--- config.mk ---
export PLATFORM = sky130hd
export DESIGN_NAME = aiscan_top
export DESIGN_NICKNAME = d
export VERILOG_FILES = /design/src/pkg/aiscan_pkg.sv /design/src/pkg/aiscan_tmr_if.sv /design/src/logic/aiscan_top.sv /design/src/logic/aiscan_timer.sv /design/src/logic/aiscan_period.sv
export SDC_FILE = /design/constraint.sdc
export NUM_CORES = 1
export LEC_CHECK = 0
export BUFFER_PORTS_ARGS = -buffer_cell sky130_fd_sc_hd__buf_2
export CAP_MARGIN = 20
export CORE_MARGIN = 1.5
export CORE_UTILIZATION = 50
export DETAILED_ROUTE_END_ITERATION = 8
export GPL_TIMING_DRIVEN = 0
export MAX_ROUTING_LAYER = met4
export PLACE_DENSITY = 0.64
export SKIP_CTS_REPAIR_TIMING = 1
export SYNTH_ARGS = -nofsm -noshare
export SYNTH_HDL_FRONTEND = slang
export SYNTH_SLANG_ARGS = --single-unit
--- constraint.sdc ---
create_clock -name i_mclk -period 16.4 [get_ports i_mclk]
set_input_delay 0 -clock i_mclk [delete_from_list [all_inputs] [get_ports i_mclk]]
set_output_delay 0 -clock i_mclk [all_outputs]
set_load 0.02 [all_outputs]
--- src/pkg/aiscan_pkg.sv ---
// package: constants and types of the analog input scan sequencer
package aiscan_pkg;
    // ===========================================================
    // sizes and time base
    localparam int NUM_CH     = 4;
    localparam int CH_W       = 2;
    localparam int DW         = 16;
    localparam int MS_W       = 12;
    localparam int TOT_W      = 16;
    localparam int CLK_NS     = 100;
    localparam int MS_NS      = 1_000_000;
    localparam int CYC_PER_MS = MS_NS / CLK_NS;

    // ===========================================================
    // register byte offsets
    localparam logic [7:0] A_CTRL  = 8'h00;
    localparam logic [7:0] A_STAT  = 8'h04;
    localparam logic [7:0] A_ISTAT = 8'h08;
    localparam logic [7:0] A_IMASK = 8'h0c;
    localparam logic [7:0] A_MTIME = 8'h10;
    localparam logic [7:0] A_CFG0  = 8'h20;
    localparam logic [7:0] A_DATA0 = 8'h40;

    // ===========================================================
    // field positions
    localparam int CT_RUN  = 0;
    localparam int CT_CJEO = 1;
    localparam int CF_EN   = 0;
    localparam int CF_TYPE = 1;
    localparam int CF_R020 = 3;
    localparam int CF_FILT = 4;
    localparam int CF_CJC  = 7;
    localparam int CF_OC   = 8;
    localparam int IS_DONE = 0;
    localparam int IS_OW   = 1;
    localparam int ST_OW   = 4;
    localparam int IRQ_W   = NUM_CH + 1;

    // ===========================================================
    // reset values
    localparam logic [31:0] CTRL_RST = 32'h0000_0000;
    localparam logic [31:0] CFG_RST  = 32'h0000_0000;
    localparam logic [DW-1:0] DATA_RST = 16'h0000;

    // ===========================================================
    // substitute data words on an open input
    localparam logic [DW-1:0] FS_MAX = 16'h7fff;
    localparam logic [DW-1:0] FS_MIN = 16'h8000;
    localparam logic [DW-1:0] ZERO_W = 16'h0000;

    // ===========================================================
    // slot lengths in ms, filter index 0..5 = 10,50,60,250,500,1k Hz
    localparam logic [MS_W-1:0] T_FAST [6] = '{12'h133, 12'h043,
        12'h039, 12'h013, 12'h00d, 12'h00b};
    localparam logic [MS_W-1:0] T_SLOW [6] = '{12'h266, 12'h086,
        12'h072, 12'h026, 12'h01a, 12'h016};
    localparam logic [MS_W-1:0] T_OCD  = 12'h00b;
    localparam logic [2:0]      FILT_MAX = 3'h5;

    // ===========================================================
    // types
    typedef enum logic [1:0] {
        TY_VOLT = 2'h0, TY_CURR = 2'h1, TY_TC = 2'h2, TY_RES = 2'h3
    } aiscan_type_e;
    typedef enum logic [2:0] {
        OC_OFF = 3'h0, OC_UP = 3'h1, OC_DOWN = 3'h2,
        OC_HOLD = 3'h3, OC_ZERO = 3'h4
    } aiscan_oc_e;
    typedef enum logic [1:0] {
        S_IDLE = 2'h0, S_CONV = 2'h1, S_CJC = 2'h3, S_END = 2'h2
    } aiscan_state_e;
endpackage : aiscan_pkg

--- src/pkg/aiscan_tmr_if.sv ---
// interface: slot timer load and completion
`timescale 1ns/1ps
interface aiscan_tmr_if;
    logic                          load;
    logic [aiscan_pkg::MS_W-1:0]   ms;
    logic                          done;
    modport ctl (output load, output ms, input done);
    modport tmr (input load, input ms, output done);
endinterface : aiscan_tmr_if

--- src/logic/aiscan_top.sv ---
// module: analog input scan sequencer with AXI4-Lite registers
//
// Chosen here: the AXI4-Lite slave port and the placing of the registers.
`timescale 1ns/1ps
module aiscan_top #(
    parameter int CYC_PER_MS = aiscan_pkg::CYC_PER_MS
) (
    input  wire logic                       i_mclk,
    input  wire logic                       i_rst_b,
    input  wire logic [7:0]                 i_awaddr,
    input  wire logic                       i_awvalid,
    output logic                            o_awready,
    input  wire logic [31:0]                i_wdata,
    input  wire logic [3:0]                 i_wstrb,
    input  wire logic                       i_wvalid,
    output logic                            o_wready,
    output logic [1:0]                      o_bresp,
    output logic                            o_bvalid,
    input  wire logic                       i_bready,
    input  wire logic [7:0]                 i_araddr,
    input  wire logic                       i_arvalid,
    output logic                            o_arready,
    output logic [31:0]                     o_rdata,
    output logic [1:0]                      o_rresp,
    output logic                            o_rvalid,
    input  wire logic                       i_rready,
    input  wire logic [aiscan_pkg::DW-1:0]  i_adc_data,
    input  wire logic                       i_open_wire,
    output logic [aiscan_pkg::CH_W-1:0]     o_adc_ch,
    output logic                            o_adc_start,
    output logic                            o_irq
);
    localparam int N  = aiscan_pkg::NUM_CH;
    localparam int CW = aiscan_pkg::CH_W;

    // ===========================================================
    // reset release
    logic rst_s1_r;
    logic rst_n;
    always_ff @(posedge i_mclk or negedge i_rst_b) begin
        if (!i_rst_b) begin
            rst_s1_r <= 1'b0;
            rst_n    <= 1'b0;
        end else begin
            rst_s1_r <= 1'b1;
            rst_n    <= rst_s1_r;
        end
    end

    // ===========================================================
    // declarations
    logic [31:0]                  ctrl_r;
    logic [31:0]                  cfg_r [N];
    logic [aiscan_pkg::DW-1:0]    data_r [N];
    logic [N-1:0]                 ow_r;
    logic [aiscan_pkg::IRQ_W-1:0] istat_r;
    logic [aiscan_pkg::IRQ_W-1:0] imask_r;
    logic [aiscan_pkg::IRQ_W-1:0] iset;
    logic [aiscan_pkg::IRQ_W-1:0] iclr;
    logic [aiscan_pkg::TOT_W-1:0] acc_r;
    logic [aiscan_pkg::TOT_W-1:0] mtime_r;
    aiscan_pkg::aiscan_state_e    state_r;
    aiscan_pkg::aiscan_state_e    state_nxt;
    logic [CW-1:0]                ch_r;
    logic [N-1:0]                 ch_en;
    logic [N-1:0]                 oc_on;
    logic [N-1:0]                 cjc_on;
    logic [N-1:0]                 ow_hit;
    logic [CW:0]                  seek_from;
    logic                         nxt_found;
    logic [CW-1:0]                nxt_ch;
    logic [2:0]                   cjc_filt;
    logic                         cjc_need;
    logic                         sample;
    logic [aiscan_pkg::MS_W-1:0]  ch_ms;
    logic [aiscan_pkg::MS_W-1:0]  cjc_ms;
    logic [31:0]                  nxt_cfg;
    aiscan_tmr_if                 tmr ();

    // ===========================================================
    // per-channel decode and result capture
    assign sample = (state_r == aiscan_pkg::S_CONV) && tmr.done;

    for (genvar i = 0; i < N; i++) begin : g_ch
        logic [1:0] ty;
        logic [2:0] oc;
        assign ty = cfg_r[i][aiscan_pkg::CF_TYPE +: 2];
        assign oc = cfg_r[i][aiscan_pkg::CF_OC +: 3];
        assign ch_en[i] = cfg_r[i][aiscan_pkg::CF_EN];
        // any response but disable arms detection, except on a current input with R020 set
        assign oc_on[i] = ch_en[i] && (oc != aiscan_pkg::OC_OFF)
            && !((ty == aiscan_pkg::TY_CURR)
            && cfg_r[i][aiscan_pkg::CF_R020]);
        assign cjc_on[i] = ch_en[i] && cfg_r[i][aiscan_pkg::CF_CJC];
        assign ow_hit[i] = sample && (ch_r == CW'(i))
            && oc_on[i] && i_open_wire;

        always_ff @(posedge i_mclk or negedge rst_n) begin
            if (!rst_n) begin
                data_r[i] <= aiscan_pkg::DATA_RST;
            end else if (sample && (ch_r == CW'(i))) begin
                if (ow_hit[i]) begin
                    case (oc)
                        aiscan_pkg::OC_UP: begin
                            data_r[i] <= aiscan_pkg::FS_MAX;
                        end
                        aiscan_pkg::OC_DOWN: begin
                            data_r[i] <= aiscan_pkg::FS_MIN;
                        end
                        aiscan_pkg::OC_ZERO: begin
                            data_r[i] <= aiscan_pkg::ZERO_W;
                        end
                        default: begin
                            data_r[i] <= data_r[i];
                        end
                    endcase
                end else begin
                    data_r[i] <= i_adc_data;
                end
            end
        end

        always_ff @(posedge i_mclk or negedge rst_n) begin
            if (!rst_n) begin
                ow_r[i] <= 1'b0;
            end else if (!oc_on[i]) begin
                ow_r[i] <= 1'b0;
            end else if (sample && (ch_r == CW'(i))) begin
                ow_r[i] <= i_open_wire;
            end
        end
    end

    // ===========================================================
    // next enabled channel and compensation slot
    assign seek_from = (state_r == aiscan_pkg::S_IDLE) ? '0 :
                       ({1'b0, ch_r} + (CW + 1)'(1));

    // disabled channels are never selected
    always_comb begin
        nxt_found = 1'b0;
        nxt_ch    = '0;
        for (int i = N - 1; i >= 0; i--) begin
            if (ch_en[i] && ((CW + 1)'(i) >= seek_from)) begin
                nxt_found = 1'b1;
                nxt_ch    = CW'(i);
            end
        end
    end

    // lowest filter index is the slowest setting
    always_comb begin
        cjc_filt = aiscan_pkg::FILT_MAX;
        for (int i = 0; i < N; i++) begin
            if (cjc_on[i]
                && (cfg_r[i][aiscan_pkg::CF_FILT +: 3] < cjc_filt)) begin
                cjc_filt = cfg_r[i][aiscan_pkg::CF_FILT +: 3];
            end
        end
    end

    assign cjc_need = (|cjc_on) && ctrl_r[aiscan_pkg::CT_CJEO];
    assign nxt_cfg  = cfg_r[nxt_ch];

    aiscan_period u_period (
        .i_type     (nxt_cfg[aiscan_pkg::CF_TYPE +: 2]),
        .i_filt     (nxt_cfg[aiscan_pkg::CF_FILT +: 3]),
        .i_oc_on    (oc_on[nxt_ch]),
        .i_cjc_filt (cjc_filt),
        .o_ch_ms    (ch_ms),
        .o_cjc_ms   (cjc_ms)
    );

    aiscan_timer #(.CYC(CYC_PER_MS)) u_timer (
        .i_mclk  (i_mclk),
        .i_rst_n (rst_n),
        .t       (tmr.tmr)
    );

    // ===========================================================
    // scan sequencer
    always_comb begin
        state_nxt = state_r;
        tmr.load  = 1'b0;
        tmr.ms    = ch_ms;
        case (state_r)
            aiscan_pkg::S_IDLE: begin
                if (ctrl_r[aiscan_pkg::CT_RUN] && nxt_found) begin
                    state_nxt = aiscan_pkg::S_CONV;
                    tmr.load  = 1'b1;
                end else if (ctrl_r[aiscan_pkg::CT_RUN] && cjc_need) begin
                    state_nxt = aiscan_pkg::S_CJC;
                    tmr.load  = 1'b1;
                    tmr.ms    = cjc_ms;
                end
            end
            aiscan_pkg::S_CONV: begin
                if (tmr.done) begin
                    if (nxt_found) begin
                        tmr.load = 1'b1;
                    end else if (cjc_need) begin
                        // entered once per scan
                        state_nxt = aiscan_pkg::S_CJC;
                        tmr.load  = 1'b1;
                        tmr.ms    = cjc_ms;
                    end else begin
                        state_nxt = aiscan_pkg::S_END;
                    end
                end
            end
            aiscan_pkg::S_CJC: begin
                if (tmr.done) begin
                    state_nxt = aiscan_pkg::S_END;
                end
            end
            default: begin
                state_nxt = aiscan_pkg::S_IDLE;
            end
        endcase
    end

    always_ff @(posedge i_mclk or negedge rst_n) begin
        if (!rst_n) begin
            state_r <= aiscan_pkg::S_IDLE;
        end else begin
            state_r <= state_nxt;
        end
    end

    always_ff @(posedge i_mclk or negedge rst_n) begin
        if (!rst_n) begin
            ch_r        <= '0;
            o_adc_ch    <= '0;
            o_adc_start <= 1'b0;
        end else begin
            o_adc_start <= tmr.load && (state_nxt == aiscan_pkg::S_CONV);
            if (tmr.load && (state_nxt == aiscan_pkg::S_CONV)) begin
                ch_r     <= nxt_ch;
                o_adc_ch <= nxt_ch;
            end
        end
    end

    // counts slot ms only; each slot's done cycle and the end and idle cycles are not counted
    always_ff @(posedge i_mclk or negedge rst_n) begin
        if (!rst_n) begin
            acc_r   <= '0;
            mtime_r <= '0;
        end else if (state_r == aiscan_pkg::S_END) begin
            mtime_r <= acc_r;
            acc_r   <= '0;
        end else if (tmr.load) begin
            acc_r <= acc_r + aiscan_pkg::TOT_W'(tmr.ms);
        end
    end

    // ===========================================================
    // AXI4-Lite slave
    logic        aw_v_r;
    logic        w_v_r;
    logic [7:0]  aw_a_r;
    logic [31:0] w_d_r;
    logic [3:0]  w_s_r;
    logic        aw_take;
    logic        w_take;
    logic        ar_take;
    logic        wr_do;
    logic [31:0] wmask;
    logic [31:0] wbits;
    logic [31:0] rd_mux;
    logic        rd_ok;
    logic        wr_ok;

    assign aw_take = i_awvalid && o_awready;
    assign w_take  = i_wvalid && o_wready;
    assign ar_take = i_arvalid && o_arready;
    assign wr_do   = aw_v_r && w_v_r && !o_bvalid;
    assign wmask   = {{8{w_s_r[3]}}, {8{w_s_r[2]}},
                      {8{w_s_r[1]}}, {8{w_s_r[0]}}};
    assign wbits   = w_d_r & wmask;
    assign wr_ok   = (aw_a_r < aiscan_pkg::A_DATA0)
        && !(aw_a_r > aiscan_pkg::A_MTIME
             && aw_a_r < aiscan_pkg::A_CFG0)
        && (aw_a_r < aiscan_pkg::A_CFG0 + 8'(4 * N));

    always_ff @(posedge i_mclk or negedge rst_n) begin
        if (!rst_n) begin
            aw_v_r    <= 1'b0;
            w_v_r     <= 1'b0;
            aw_a_r    <= '0;
            w_d_r     <= '0;
            w_s_r     <= '0;
            o_awready <= 1'b0;
            o_wready  <= 1'b0;
            o_bvalid  <= 1'b0;
            o_bresp   <= 2'h0;
        end else begin
            o_awready <= !(aw_take || (aw_v_r && !wr_do));
            o_wready  <= !(w_take || (w_v_r && !wr_do));
            if (aw_take) begin
                aw_v_r <= 1'b1;
                aw_a_r <= {i_awaddr[7:2], 2'h0};
            end else if (wr_do) begin
                aw_v_r <= 1'b0;
            end
            if (w_take) begin
                w_v_r <= 1'b1;
                w_d_r <= i_wdata;
                w_s_r <= i_wstrb;
            end else if (wr_do) begin
                w_v_r <= 1'b0;
            end
            if (wr_do) begin
                o_bvalid <= 1'b1;
                o_bresp  <= wr_ok ? 2'h0 : 2'h2;
            end else if (i_bready) begin
                o_bvalid <= 1'b0;
            end
        end
    end

    // ===========================================================
    // writable registers
    always_ff @(posedge i_mclk or negedge rst_n) begin
        if (!rst_n) begin
            ctrl_r  <= aiscan_pkg::CTRL_RST;
            imask_r <= '0;
        end else if (wr_do) begin
            if (aw_a_r == aiscan_pkg::A_CTRL) begin
                ctrl_r <= (ctrl_r & ~wmask) | wbits;
            end
            if (aw_a_r == aiscan_pkg::A_IMASK) begin
                imask_r <= (imask_r & ~wmask[aiscan_pkg::IRQ_W-1:0])
                         | wbits[aiscan_pkg::IRQ_W-1:0];
            end
        end
    end

    // config writes apply at once; a running slot keeps the length it was loaded with
    for (genvar i = 0; i < N; i++) begin : g_cfg
        always_ff @(posedge i_mclk or negedge rst_n) begin
            if (!rst_n) begin
                cfg_r[i] <= aiscan_pkg::CFG_RST;
            end else if (wr_do
                && aw_a_r == aiscan_pkg::A_CFG0 + 8'(4 * i)) begin
                cfg_r[i] <= (cfg_r[i] & ~wmask) | wbits;
            end
        end
    end

    // ===========================================================
    // sticky interrupt status, write one to clear, set wins
    assign iset  = {ow_hit, state_r == aiscan_pkg::S_END};
    assign iclr  = (wr_do && aw_a_r == aiscan_pkg::A_ISTAT) ?
                   wbits[aiscan_pkg::IRQ_W-1:0] : '0;

    always_ff @(posedge i_mclk or negedge rst_n) begin
        if (!rst_n) begin
            istat_r <= '0;
            o_irq   <= 1'b0;
        end else begin
            istat_r <= (istat_r & ~iclr) | iset;
            o_irq   <= |(istat_r & imask_r);
        end
    end

    // ===========================================================
    // read path
    always_comb begin
        rd_mux = '0;
        rd_ok  = 1'b1;
        case (i_araddr[7:2])
            aiscan_pkg::A_CTRL[7:2]: begin
                rd_mux = ctrl_r;
            end
            aiscan_pkg::A_STAT[7:2]: begin
                rd_mux[1:0] = state_r;
                rd_mux[aiscan_pkg::ST_OW +: N] = ow_r;
            end
            aiscan_pkg::A_ISTAT[7:2]: begin
                rd_mux[aiscan_pkg::IRQ_W-1:0] = istat_r;
            end
            aiscan_pkg::A_IMASK[7:2]: begin
                rd_mux[aiscan_pkg::IRQ_W-1:0] = imask_r;
            end
            aiscan_pkg::A_MTIME[7:2]: begin
                rd_mux[aiscan_pkg::TOT_W-1:0] = mtime_r;
            end
            default: begin
                rd_ok = 1'b0;
                for (int i = 0; i < N; i++) begin
                    if (i_araddr[7:2] == 6'(aiscan_pkg::A_CFG0[7:2] + i)) begin
                        rd_mux = cfg_r[i];
                        rd_ok  = 1'b1;
                    end
                    if (i_araddr[7:2] == 6'(aiscan_pkg::A_DATA0[7:2] + i)) begin
                        rd_mux[aiscan_pkg::DW-1:0] = data_r[i];
                        rd_ok = 1'b1;
                    end
                end
            end
        endcase
    end

    always_ff @(posedge i_mclk or negedge rst_n) begin
        if (!rst_n) begin
            o_arready <= 1'b0;
            o_rvalid  <= 1'b0;
            o_rdata   <= '0;
            o_rresp   <= 2'h0;
        end else begin
            o_arready <= !ar_take && !(o_rvalid && !i_rready);
            if (ar_take) begin
                o_rvalid <= 1'b1;
                o_rdata  <= rd_mux;
                o_rresp  <= rd_ok ? 2'h0 : 2'h2;
            end else if (i_rready) begin
                o_rvalid <= 1'b0;
            end
        end
    end
endmodule : aiscan_top

--- src/logic/aiscan_timer.sv ---
// module: millisecond slot timer
`timescale 1ns/1ps
module aiscan_timer #(
    parameter int CYC = aiscan_pkg::CYC_PER_MS
) (
    input  wire logic  i_mclk,
    input  wire logic  i_rst_n,
    aiscan_tmr_if.tmr  t
);
    localparam int PW = $clog2(CYC + 1);
    logic [PW-1:0]                 pre_r;
    logic [aiscan_pkg::MS_W-1:0]   left_r;
    logic                          done_r;

    assign t.done = done_r;

    // a load in the done cycle restarts at once, so slots abut
    always_ff @(posedge i_mclk or negedge i_rst_n) begin
        if (!i_rst_n) begin
            pre_r  <= '0;
            left_r <= '0;
            done_r <= 1'b0;
        end else begin
            done_r <= 1'b0;
            if (t.load) begin
                pre_r  <= PW'(CYC - 1);
                left_r <= t.ms;
            end else if (left_r != '0) begin
                if (pre_r != '0) begin
                    pre_r <= pre_r - PW'(1);
                end else begin
                    pre_r  <= PW'(CYC - 1);
                    left_r <= left_r - aiscan_pkg::MS_W'(1);
                    done_r <= (left_r == aiscan_pkg::MS_W'(1));
                end
            end
        end
    end
endmodule : aiscan_timer

--- src/logic/aiscan_period.sv ---
// module: slot length lookup per channel and for compensation
`timescale 1ns/1ps
module aiscan_period (
    input  wire logic [1:0]                    i_type,
    input  wire logic [2:0]                    i_filt,
    input  wire logic                          i_oc_on,
    input  wire logic [2:0]                    i_cjc_filt,
    output logic      [aiscan_pkg::MS_W-1:0]   o_ch_ms,
    output logic      [aiscan_pkg::MS_W-1:0]   o_cjc_ms
);
    logic [2:0] f;
    logic [2:0] cf;
    logic       slow;

    // out-of-range filter codes act as the fastest filter
    assign f  = (i_filt > aiscan_pkg::FILT_MAX) ?
                aiscan_pkg::FILT_MAX : i_filt;
    assign cf = (i_cjc_filt > aiscan_pkg::FILT_MAX) ?
                aiscan_pkg::FILT_MAX : i_cjc_filt;
    // range bits never reach here
    assign slow = (i_type == aiscan_pkg::TY_RES);

    always_comb begin
        o_ch_ms = slow ? aiscan_pkg::T_SLOW[f] :
                         aiscan_pkg::T_FAST[f];
        if (i_oc_on) begin
            o_ch_ms = o_ch_ms + aiscan_pkg::T_OCD;
        end
        o_cjc_ms = aiscan_pkg::T_SLOW[cf];
    end
endmodule : aiscan_period

Yosys cells after proc, flatten, opt, wreduce, memory -nomap -nowiden:

Memories as Yosys holds them, arrays and structs flattened.
Index checks and enable logic that the tools add are counted.

* register bits: 390
* word-level logic and storage cells: 348
* bits of input ports: 76
* memories kept: 3
* ROM bits: 288
* output and inout port bits: 45

* eq/ne operators: 52
* add/subtract/negate cells: 5
* bitwise logic cells: 22
* $lt $le $gt $ge: 18
* reduce and logical (&&, ||, !) cells: 101
* multiplexer cells: 108

Memory list
* (no name shown): depth 8, width 12, rd ports 1, clocked after Yosys merged registers in 0, write ports 0, RTL line aiscan_period.sv:25 `aiscan_pkg::T_FAST[f];`
* (no name shown): depth 8, width 12, rd ports 1, clocked after Yosys merged registers in 0, write ports 0, RTL line aiscan_period.sv:29 `o_cjc_ms = aiscan_pkg::T_SLOW[cf];`
* (no name shown): depth 8, width 12, rd ports 1, clocked after Yosys merged registers in 0, write ports 0, RTL line aiscan_period.sv:24 `o_ch_ms = slow ? aiscan_pkg::T_SLOW[f] :`

Operator list (count)
* 32-bit bitwise AND: 6
* 12-bit two-way mux: 16
* 16-bit one-hot mux with 3 select lines: 4
* 16-bit two-way mux: 10
* 32-bit two-way mux: 5
* 32-bit bitwise OR: 5
* 32-bit binary-select mux with 2-bit select: 1
* 1-bit logical AND: 58
* 6-bit by 4-bit == test with 1-bit output, second input constant: 8
* 14-bit two-way mux: 3
* 1-bit two-way mux: 38
* 32-bit NOT: 1
* 16-bit one-hot mux with 2 select lines: 1
* 6-bit by 2-bit == test with 1-bit output, second input constant: 4
* 6-bit by 5-bit == test with 1-bit output, second input constant: 4
* 12-bit one-hot mux with 2 select lines: 1
* 8-bit one-hot mux with 3 select lines: 1
* 2-bit two-way mux: 11
* 3-bit two-way mux: 7
* 2-bit one-hot mux with 5 select lines: 2
* 16-bit by 12-bit adder with 16-bit output: 1
* 8-bit by 6-bit less-than comparator with 1-bit output, second input constant: 2
* 4-bit by 1-bit != test with 1-bit output, second input constant: 4
* 5-bit bitwise AND: 3
* 49 further kinds: 110

Depth between registers and ports, before layout:

Gate-level depths: netlist of run 1.

* word-level depth: 28
* depth in mapped cells: 33
* depth with buffers taken out: 31

Hierarchy:

A second synthesis of run 1 with hierarchy kept.

* cells, all modules: 1795
* area total of the unflattened synthesis: 19556.3 um^2

Modules (own cells, without submodules)
* aiscan_top: sequential area each 9033.7 um^2, area each 17519.3 um^2, times used 1, cells an instance 1544
* aiscan_timer: sequential area each 675.6 um^2, area each 1609.0 um^2, times used 1, cells an instance 187
* aiscan_period: sequential area each 0.0 um^2, area each 427.9 um^2, times used 1, cells an instance 64

Worst setup path after synthesis of run 1:

No wires, ideal clock.

* path kind: register to register
* start: reg (tool-made name)
* end: reg acc_r[12] in the netlist's numbering
* cell stages (with the launch flop): 33
* setup slack: 10.450 ns
* clock period less this slack: 5.950 ns
* required time: 16.321 ns
* data arrival time: 5.871 ns
* path buffers: 2
* setup time: 0.079 ns
* cell sequence: dfrtp_1 -> buf_6 -> and3b_1 -> buf_2 -> nand2_1 -> ha_1 -> nor2_1 -> o311a_1 -> a31oi_1 -> ha_1 -> o21a_1 -> o41a_1 -> o211ai_1 -> inv_1 -> ha_1 -> or2_2 -> nor3_1 -> nand3_1 -> and2_1 -> mux2i_1 -> xnor2_1 -> nor3_2 -> a21oi_2 -> ha_1 -> a21o_1 -> a21oi_1 -> o21ai_0 -> a21o_1 -> a21oi_1 -> o21ai_0 -> a21o_1 -> nand3_1 -> mux2i_1

RTL lines
* end signal, assigned: RTL line aiscan_top.sv:253 `acc_r <= acc_r + aiscan_pkg::TOT_W'(tmr.ms);`
* end, declared: RTL line aiscan_top.sv:60 `logic [aiscan_pkg::TOT_W-1:0] acc_r;`

==> results of run 1 <==
cells in the final DEF, fill, tap and decap left out, types with 7 or more instances in the layout:
| cell type | synthesis | routed |
|---|---|---|
| sky130_fd_sc_hd__nand3b_1 | 12 | 12 |
| sky130_fd_sc_hd__dlygate4sd3_1 | 0 | 65 |
| sky130_fd_sc_hd__nor2_1 | 215 | 215 |
| sky130_fd_sc_hd__mux2i_1 | 44 | 44 |
| sky130_fd_sc_hd__buf_2 | 3 | 117 |
| sky130_fd_sc_hd__buf_1 | 8 | 8 |
| sky130_fd_sc_hd__o21ai_0 | 64 | 64 |
| sky130_fd_sc_hd__mux2_2 | 226 | 226 |
| sky130_fd_sc_hd__inv_1 | 24 | 24 |
| sky130_fd_sc_hd__nand4_1 | 8 | 8 |
| sky130_fd_sc_hd__nor3_1 | 28 | 28 |
| sky130_fd_sc_hd__nand2_1 | 208 | 208 |
| sky130_fd_sc_hd__clkinv_2 | 0 | 7 |
| sky130_fd_sc_hd__ha_1 | 26 | 26 |
| sky130_fd_sc_hd__a222oi_1 | 8 | 8 |
| sky130_fd_sc_hd__or3_1 | 8 | 8 |
| sky130_fd_sc_hd__and2_1 | 7 | 7 |
| sky130_fd_sc_hd__a221oi_1 | 24 | 24 |
| sky130_fd_sc_hd__or2_2 | 10 | 10 |
| sky130_fd_sc_hd__nand3_1 | 31 | 31 |
| sky130_fd_sc_hd__a21o_1 | 9 | 9 |
| sky130_fd_sc_hd__nor4_1 | 8 | 8 |
| sky130_fd_sc_hd__clkbuf_1 | 62 | 68 |
| sky130_fd_sc_hd__a21oi_1 | 150 | 150 |
| sky130_fd_sc_hd__a22o_1 | 9 | 9 |
| sky130_fd_sc_hd__a31oi_1 | 32 | 32 |
| sky130_fd_sc_hd__xnor2_1 | 21 | 21 |
| sky130_fd_sc_hd__nand2b_1 | 7 | 7 |
| sky130_fd_sc_hd__a22oi_1 | 15 | 15 |
| sky130_fd_sc_hd__o21ai_1 | 8 | 8 |
| sky130_fd_sc_hd__dfrtp_1 | 388 | 387 |
| sky130_fd_sc_hd__xor2_1 | 10 | 10 |
| sky130_fd_sc_hd__clkbuf_16 | 0 | 44 |
logic make-up after synthesis:
logic type | after synthesis | share of synthesized area [%]
and+or+nand+nor | 580 | 13.9
DFF | 388 | 51.3
adders and majority gates | 27 | 1.83
other | 2 | 0.0397
buffers and inverters | 104 | 2.20
AOI/OAI and AO/OA | 367 | 12.2
xor gates and xnor gates | 31 | 1.44
muxes | 282 | 17.0
report_power, final:
group,switching (W),internal [W]
Clock,0.000398,0.000581
Sequential,0.000252,0.00120
Combinational,0.000395,0.000373
worst max-delay path, delay by kind of cell (launching register included):
| family | cells | cell delay, ps |
|---|---|---|
| AO/OA/AOI/OAI | 13 | 2820 |
| XOR/XNOR | 1 | 210 |
| adder cells (fa/ha/maj) | 4 | 1090 |
| buffers and inverters | 2 | 270 |
| flip-flops | 1 | 460 |
| multiplexers | 2 | 810 |
| AND/OR/NAND/NOR | 9 | 1360 |
worst paths after layout:
check | from | end | slack (ps) | cells after the start
hold / removal | i_araddr[6] | o_rdata[3]$_DFFE_PN0P_ | 8 | 4
min in group asynchronous | rst_n$_DFF_PN0_ | u_timer.pre_r[13]$_DFFE_PN0P_ | 230 | 0
setup reg to reg | flop | acc_r[12]$_DFFE_PN0P_ | 9290 | 31
hold reg to reg | rst_n$_DFF_PN0_ | u_timer.pre_r[13]$_DFFE_PN0P_ | 230 | 0
max in group asynchronous | rst_n$_DFF_PN0_ | o_rdata[13]$_DFFE_PN0P_ | 15160 | 2
setup / recovery | flop | acc_r[12]$_DFFE_PN0P_ | 9290 | 31
area by class of cell:
| cell class | count | area [um2] | share of cell area [%] |
|---|---|---|---|
| plain buffers | 78 | 319 | 1.43 |
| clock inverters | 17 | 211 | 0.944 |
| inverters | 26 | 97.6 | 0.436 |
| flip-flops and latches | 388 | 9710 | 43.4 |
| multi-input cells | 1291 | 8800 | 39.3 |
| repair buffers | 187 | 1400 | 6.25 |
| clock buffers | 56 | 1210 | 5.39 |
| well taps | 511 | 639 | 2.86 |
| diodes | 3 | 7.51 | 0.0335 |
routing by layer:
layer / GRT usage [%] / part of all wire, %
met1: 40.1 / 44
met2: 45.3 / 46
met3: 5.24 / 6.9
met4: 10.3 / 3.4
met5: - / 0
through the flow:
step                      util, %  area, um2
after floorplan                 -      18900
after global placement       53.7      20100
after detailed placement     54.2      20300
after CTS                    58.0      21700
after global routing         59.7      22400
final                        59.7      22400
==> results_dict.tcl, run 1 <==
set metrics [dict create \
    yosysWarningCount 0 \
    timing.final.max_slew_violations 0 \
    avgViaCountPerCell 5.90 \
    cts_buffers 43 \
    synth_largest_area_cell "sky130_fd_sc_hd__dfrtp_1" \
    vdd.ir_drop.worst_v 0.000109 \
    setup_repair_after_global_routing_missed_its_margin "false" \
    critical_path_required_ps 16870 \
    worst_pin_slew_ps 1090 \
    numClockSinks 388 \
    design.die.area_mm2 0.0390 \
    core_area_mm2 0.0375 \
    drc 0 \
    fp.dieW_um 197 \
    grt_start_max_net_pins 70 \
    yosys.cell_types.count 88 \
    synth_edf_count 0 \
    max-cap-violations 0 \
    slowest_stage "sky130_fd_sc_hd__mux2i_1" \
    ant_nets 0 \
    yosys.area.top_type_share_pct 51.3 \
    timing.final.crit_share_pct 43.4 \
    final.setup_skew_ps 22.2 \
    n_fill_cell 3249 \
    cellLeakagePower_nw 10.4 \
    max_freq_mhz 141 \
    syn_area_mm2 0.0189 \
    worst_hold_slack_ps 8.29 \
    post_route_cells_drive_above_1_share_pct 23.2 \
    cts_htree_levels 2 \
    floorplan.initialDensity_pct 50.4 \
    fin_tns_setup_ps 0 \
    timing.final.crit_period_ps 7110 \
    ys_top_cells_by_count "sky130_fd_sc_hd__dfrtp_1, sky130_fd_sc_hd__mux2_2, sky130_fd_sc_hd__nor2_1" \
    worstPathArrival_ps 7580 \
    setup_violations 0 \
    max_slew_margin_pct 26.4 \
    status "finished, final reports clean" \
    avg_synthesized_cell_area_um2 10.6 \
    totalWireLength_um 55600 \
    min_path_type "input pin to flop" \
    clock_tree.root_cell "sky130_fd_sc_hd__clkbuf_16" \
    finish.cell_count_without_fillers 2557 \
    nNetsFinal 2118 \
    boundaryPins 121 \
    yosys.cell_count.top_type "sky130_fd_sc_hd__dfrtp_1" \
    clkLatencyLatePin_ps 560 \
    synthFlopType "sky130_fd_sc_hd__dfrtp_1" \
    grt_first_pass_wirelength_um 85500 \
    vias_in_the_first_global_route 14597 \
    dp_slack_ps 9470 \
    place.gp.congestion 0.956 \
    synth_area_leaders "sky130_fd_sc_hd__dfrtp_1, sky130_fd_sc_hd__mux2_2, sky130_fd_sc_hd__nor2_1, sky130_fd_sc_hd__nand2_1, sky130_fd_sc_hd__a21oi_1" \
    dp_hpwl_um 39800 \
    vias 15081 \
    synth.ff_latch_count 388 \
    cp_max_fo 7 \
    place_inst 2415 \
    core.rowCount 71 \
    antenna_found_initial 3 \
    timing.critical_path.slowest_cell_delay_ps 620 \
    hold_violations 0 \
    tritoncts "yes" \
    critical-path-top-cell-by-count "sky130_fd_sc_hd__ha_1" \
    clkTransAtPathRegs_ps 70 \
    drtPass1Iterations 9 \
    grt_overflow_total 0 \
    path_class "flop to flop" \
    ys_async_sr_fraction_pct 100 \
    fp.dieH_um 197 \
    timing.critical_path.from_type "flop" \
    post-layout-total-power_w 0.00320 \
    globalRouteTotalUtil_pct 29.7 \
    final.setup.worst_slack_ps 9290 \
    setup.worst_path.end_class "flop" \
    synth_cells 1781 \
    p_per_area_mw_per_mm2 143 \
    clock_tree.buffer_depth 3 \
    wire_per_inst_um 21.8 \
    dr.first_iter.drc_count 1096 \
    seq_area_frac_synth_pct 51.3 \
    port-buffer-count 113 \
    syn2layout_area_growth_pct 18.4 \
]
Power figures use the tool's default switching activity.
==> run 2, diff against run 1 <==
clock period = 7.1 ns   (was 16.4 ns; I/O delays follow)
==> run 2 against run 1 <==
Net effect:
- wire length is 0.58% higher
- power increased by 130%
- register-to-register slack lost 8900 ps
- sequential share of layout area shrank 0.27 points
- fmax is 6.6% higher
- die area did not move
- first-iteration DRC count rose by 14%
- clock power increased by 140%
- sequential cell count unchanged
- via count increased by 0.68%
- worst hold slack gained 14 ps
- critical path type unchanged
- critical endpoint is now acc_r[15]$_DFFE_PN0P_
- largest cell class unchanged
- highest routed layer unchanged
==> results_dict.tcl, run 2 (synthesized netlist as in run 1, its figures left out) <==
set metrics [dict create \
    status "finished, final reports clean" \
    fp.dieH_um 197 \
    clkTransAtPathRegs_ps 60 \
    vdd.ir_drop.worst_v 0.000224 \
    clkLatencyLatePin_ps 560 \
    numClockSinks 388 \
    path_class "flop to flop" \
    clock_tree.root_cell "sky130_fd_sc_hd__clkbuf_16" \
    final.setup.worst_slack_ps 425 \
    dp_slack_ps 164 \
    fp.dieW_um 197 \
    critical_path_required_ps 7580 \
    hold_violations 0 \
    timing.final.max_slew_violations 0 \
    drc 0 \
    globalRouteTotalUtil_pct 29.8 \
    drtPass1Iterations 6 \
    dp_hpwl_um 39900 \
    p_per_area_mw_per_mm2 332 \
    max_slew_margin_pct 23.2 \
    vias 15183 \
    vias_in_the_first_global_route 14740 \
    worstPathArrival_ps 7150 \
    n_fill_cell 3183 \
    design.die.area_mm2 0.0390 \
    fin_tns_setup_ps 0 \
    timing.final.crit_period_ps 6670 \
    floorplan.initialDensity_pct 50.4 \
    critPathTopFamily "compound AO/OA/AOI/OAI gates" \
    port-buffer-count 113 \
    max_freq_mhz 150 \
    tritoncts "yes" \
    cts_buffers 43 \
    totalWireLength_um 55900 \
    worst_pin_slew_ps 1140 \
    grt_overflow_total 0 \
    cts_htree_levels 2 \
    max-cap-violations 0 \
    ant_nets 0 \
    syn2layout_area_growth_pct 19.2 \
    slowest_stage "sky130_fd_sc_hd__dfrtp_1" \
    dr.first_iter.drc_count 1250 \
    core.rowCount 71 \
    min_path_type "input pin to flop" \
    boundaryPins 121 \
    setup_violations 0 \
    place.gp.congestion 0.905 \
    antenna_found_initial 3 \
    wire_per_inst_um 21.8 \
    cp_max_fo 10 \
    cellLeakagePower_nw 10.4 \
    leading_cell_type_in_the_layout_fill_and_taps_excluded "sky130_fd_sc_hd__dfrtp_1" \
    avgViaCountPerCell 5.91 \
    clock_tree.buffer_depth 3 \
    final.setup_skew_ps 25.1 \
    timing.final.crit_share_pct 94.0 \
    post_route_cells_drive_above_1_share_pct 23.8 \
    crit_buf_inv 3 \
    layout_common_cells "sky130_fd_sc_hd__dfrtp_1, sky130_fd_sc_hd__mux2_2, sky130_fd_sc_hd__nor2_1" \
    setup.worst_path.end_class "flop" \
    timing.critical_path.slowest_cell_delay_ps 380 \
    grt_start_max_net_pins 74 \
    grt_first_pass_wirelength_um 86200 \
    nNetsFinal 2123 \
    post-layout-total-power_w 0.00747 \
    core_area_mm2 0.0375 \
    timing.critical_path.from_type "flop" \
]
[run 2: changes by cell type in the layout (fill, tap and decap cells not counted), sizes merged]
cell,change
clkinv,+1
buf,+5
clkinvlp,-2
inv,-1
clkbuf,+8
[run 2: stage by stage]
step | area [um2] | hold slack (ps) | cells | utilization (%)
after CTS | 21800 | -806 | 2494 | 58.1
after floorplan | 18900 | -296 | 1783 | -
after global placement | 20100 | -215 | 2407 | 53.7
final | 22500 | 22.6 | 2568 | 60.1
after global routing | 22500 | 34.0 | 2568 | 60.1
after detailed placement | 20300 | -210 | 2415 | 54.2
[run 2: worst paths after layout]
path | from | endpoint | slack, ps | depth (start not counted)
max | flop | acc_r[15]$_DFFE_PN0P_ | 430 | 32
min | i_araddr[5] | o_rdata[3]$_DFFE_PN0P_ | 20 | 4
max reg2reg | flop | acc_r[15]$_DFFE_PN0P_ | 430 | 32
min reg2reg | rst_n$_DFF_PN0_ | u_timer.pre_r[3]$_DFFE_PN0P_ | 330 | 0
max in group asynchronous | rst_n$_DFF_PN0_ | data_r[42]$_DFFE_PN0P_ | 5030 | 4
min in group asynchronous | i_rst_b | rst_n$_DFF_PN0_ | 290 | 3
[run 2: report_power, final]
group | switching [W] | total [W] | leakage, nW | internal [W]
Clock | 0.000926 | 0.00233 | 0.735 | 0.00140
Combinational | 0.000926 | 0.00180 | 4.71 | 0.000870
Sequential | 0.000586 | 0.00335 | 5.00 | 0.00277
Total | 0.00244 | 0.00747 | 10.4 | 0.00504
[run 2: cell type report]
cell class	count	area (um2)	area share (%)
Tap cell	511	639	2.84
Timing Repair Buffer	192	1430	6.34
Buffer	78	319	1.42
Multi-Input combinational cell	1291	8840	39.2
Antenna cell	3	7.51	0.0333
Clock buffer	64	1280	5.70
Inverter	26	97.6	0.433
Sequential cell	388	9710	43.1
Clock inverter	15	200	0.889
[run 2: worst register-to-register path: cells and delay by family (launching register included)]
family / cells / cell delay, ps
mux: 2 / 480
xor+xnor: 1 / 150
compound gates: 11 / 2310
buf+inv: 3 / 460
flops: 1 / 380
simple gates: 11 / 1690
fa+ha+maj: 4 / 1130
[run 2: routing by layer]
metal | global-route usage [%] | vias up | wire (um) | part of all wire [%]
li1 | - | 6857 | - | -
met1 | 40.4 | 7660 | 24300 | 43
met2 | 46.4 | 560 | 26300 | 47
met3 | 5.11 | 106 | 3970 | 7.1
met4 | 7.97 | 0 | 1370 | 2.5
met5 | - | - | 0 | 0
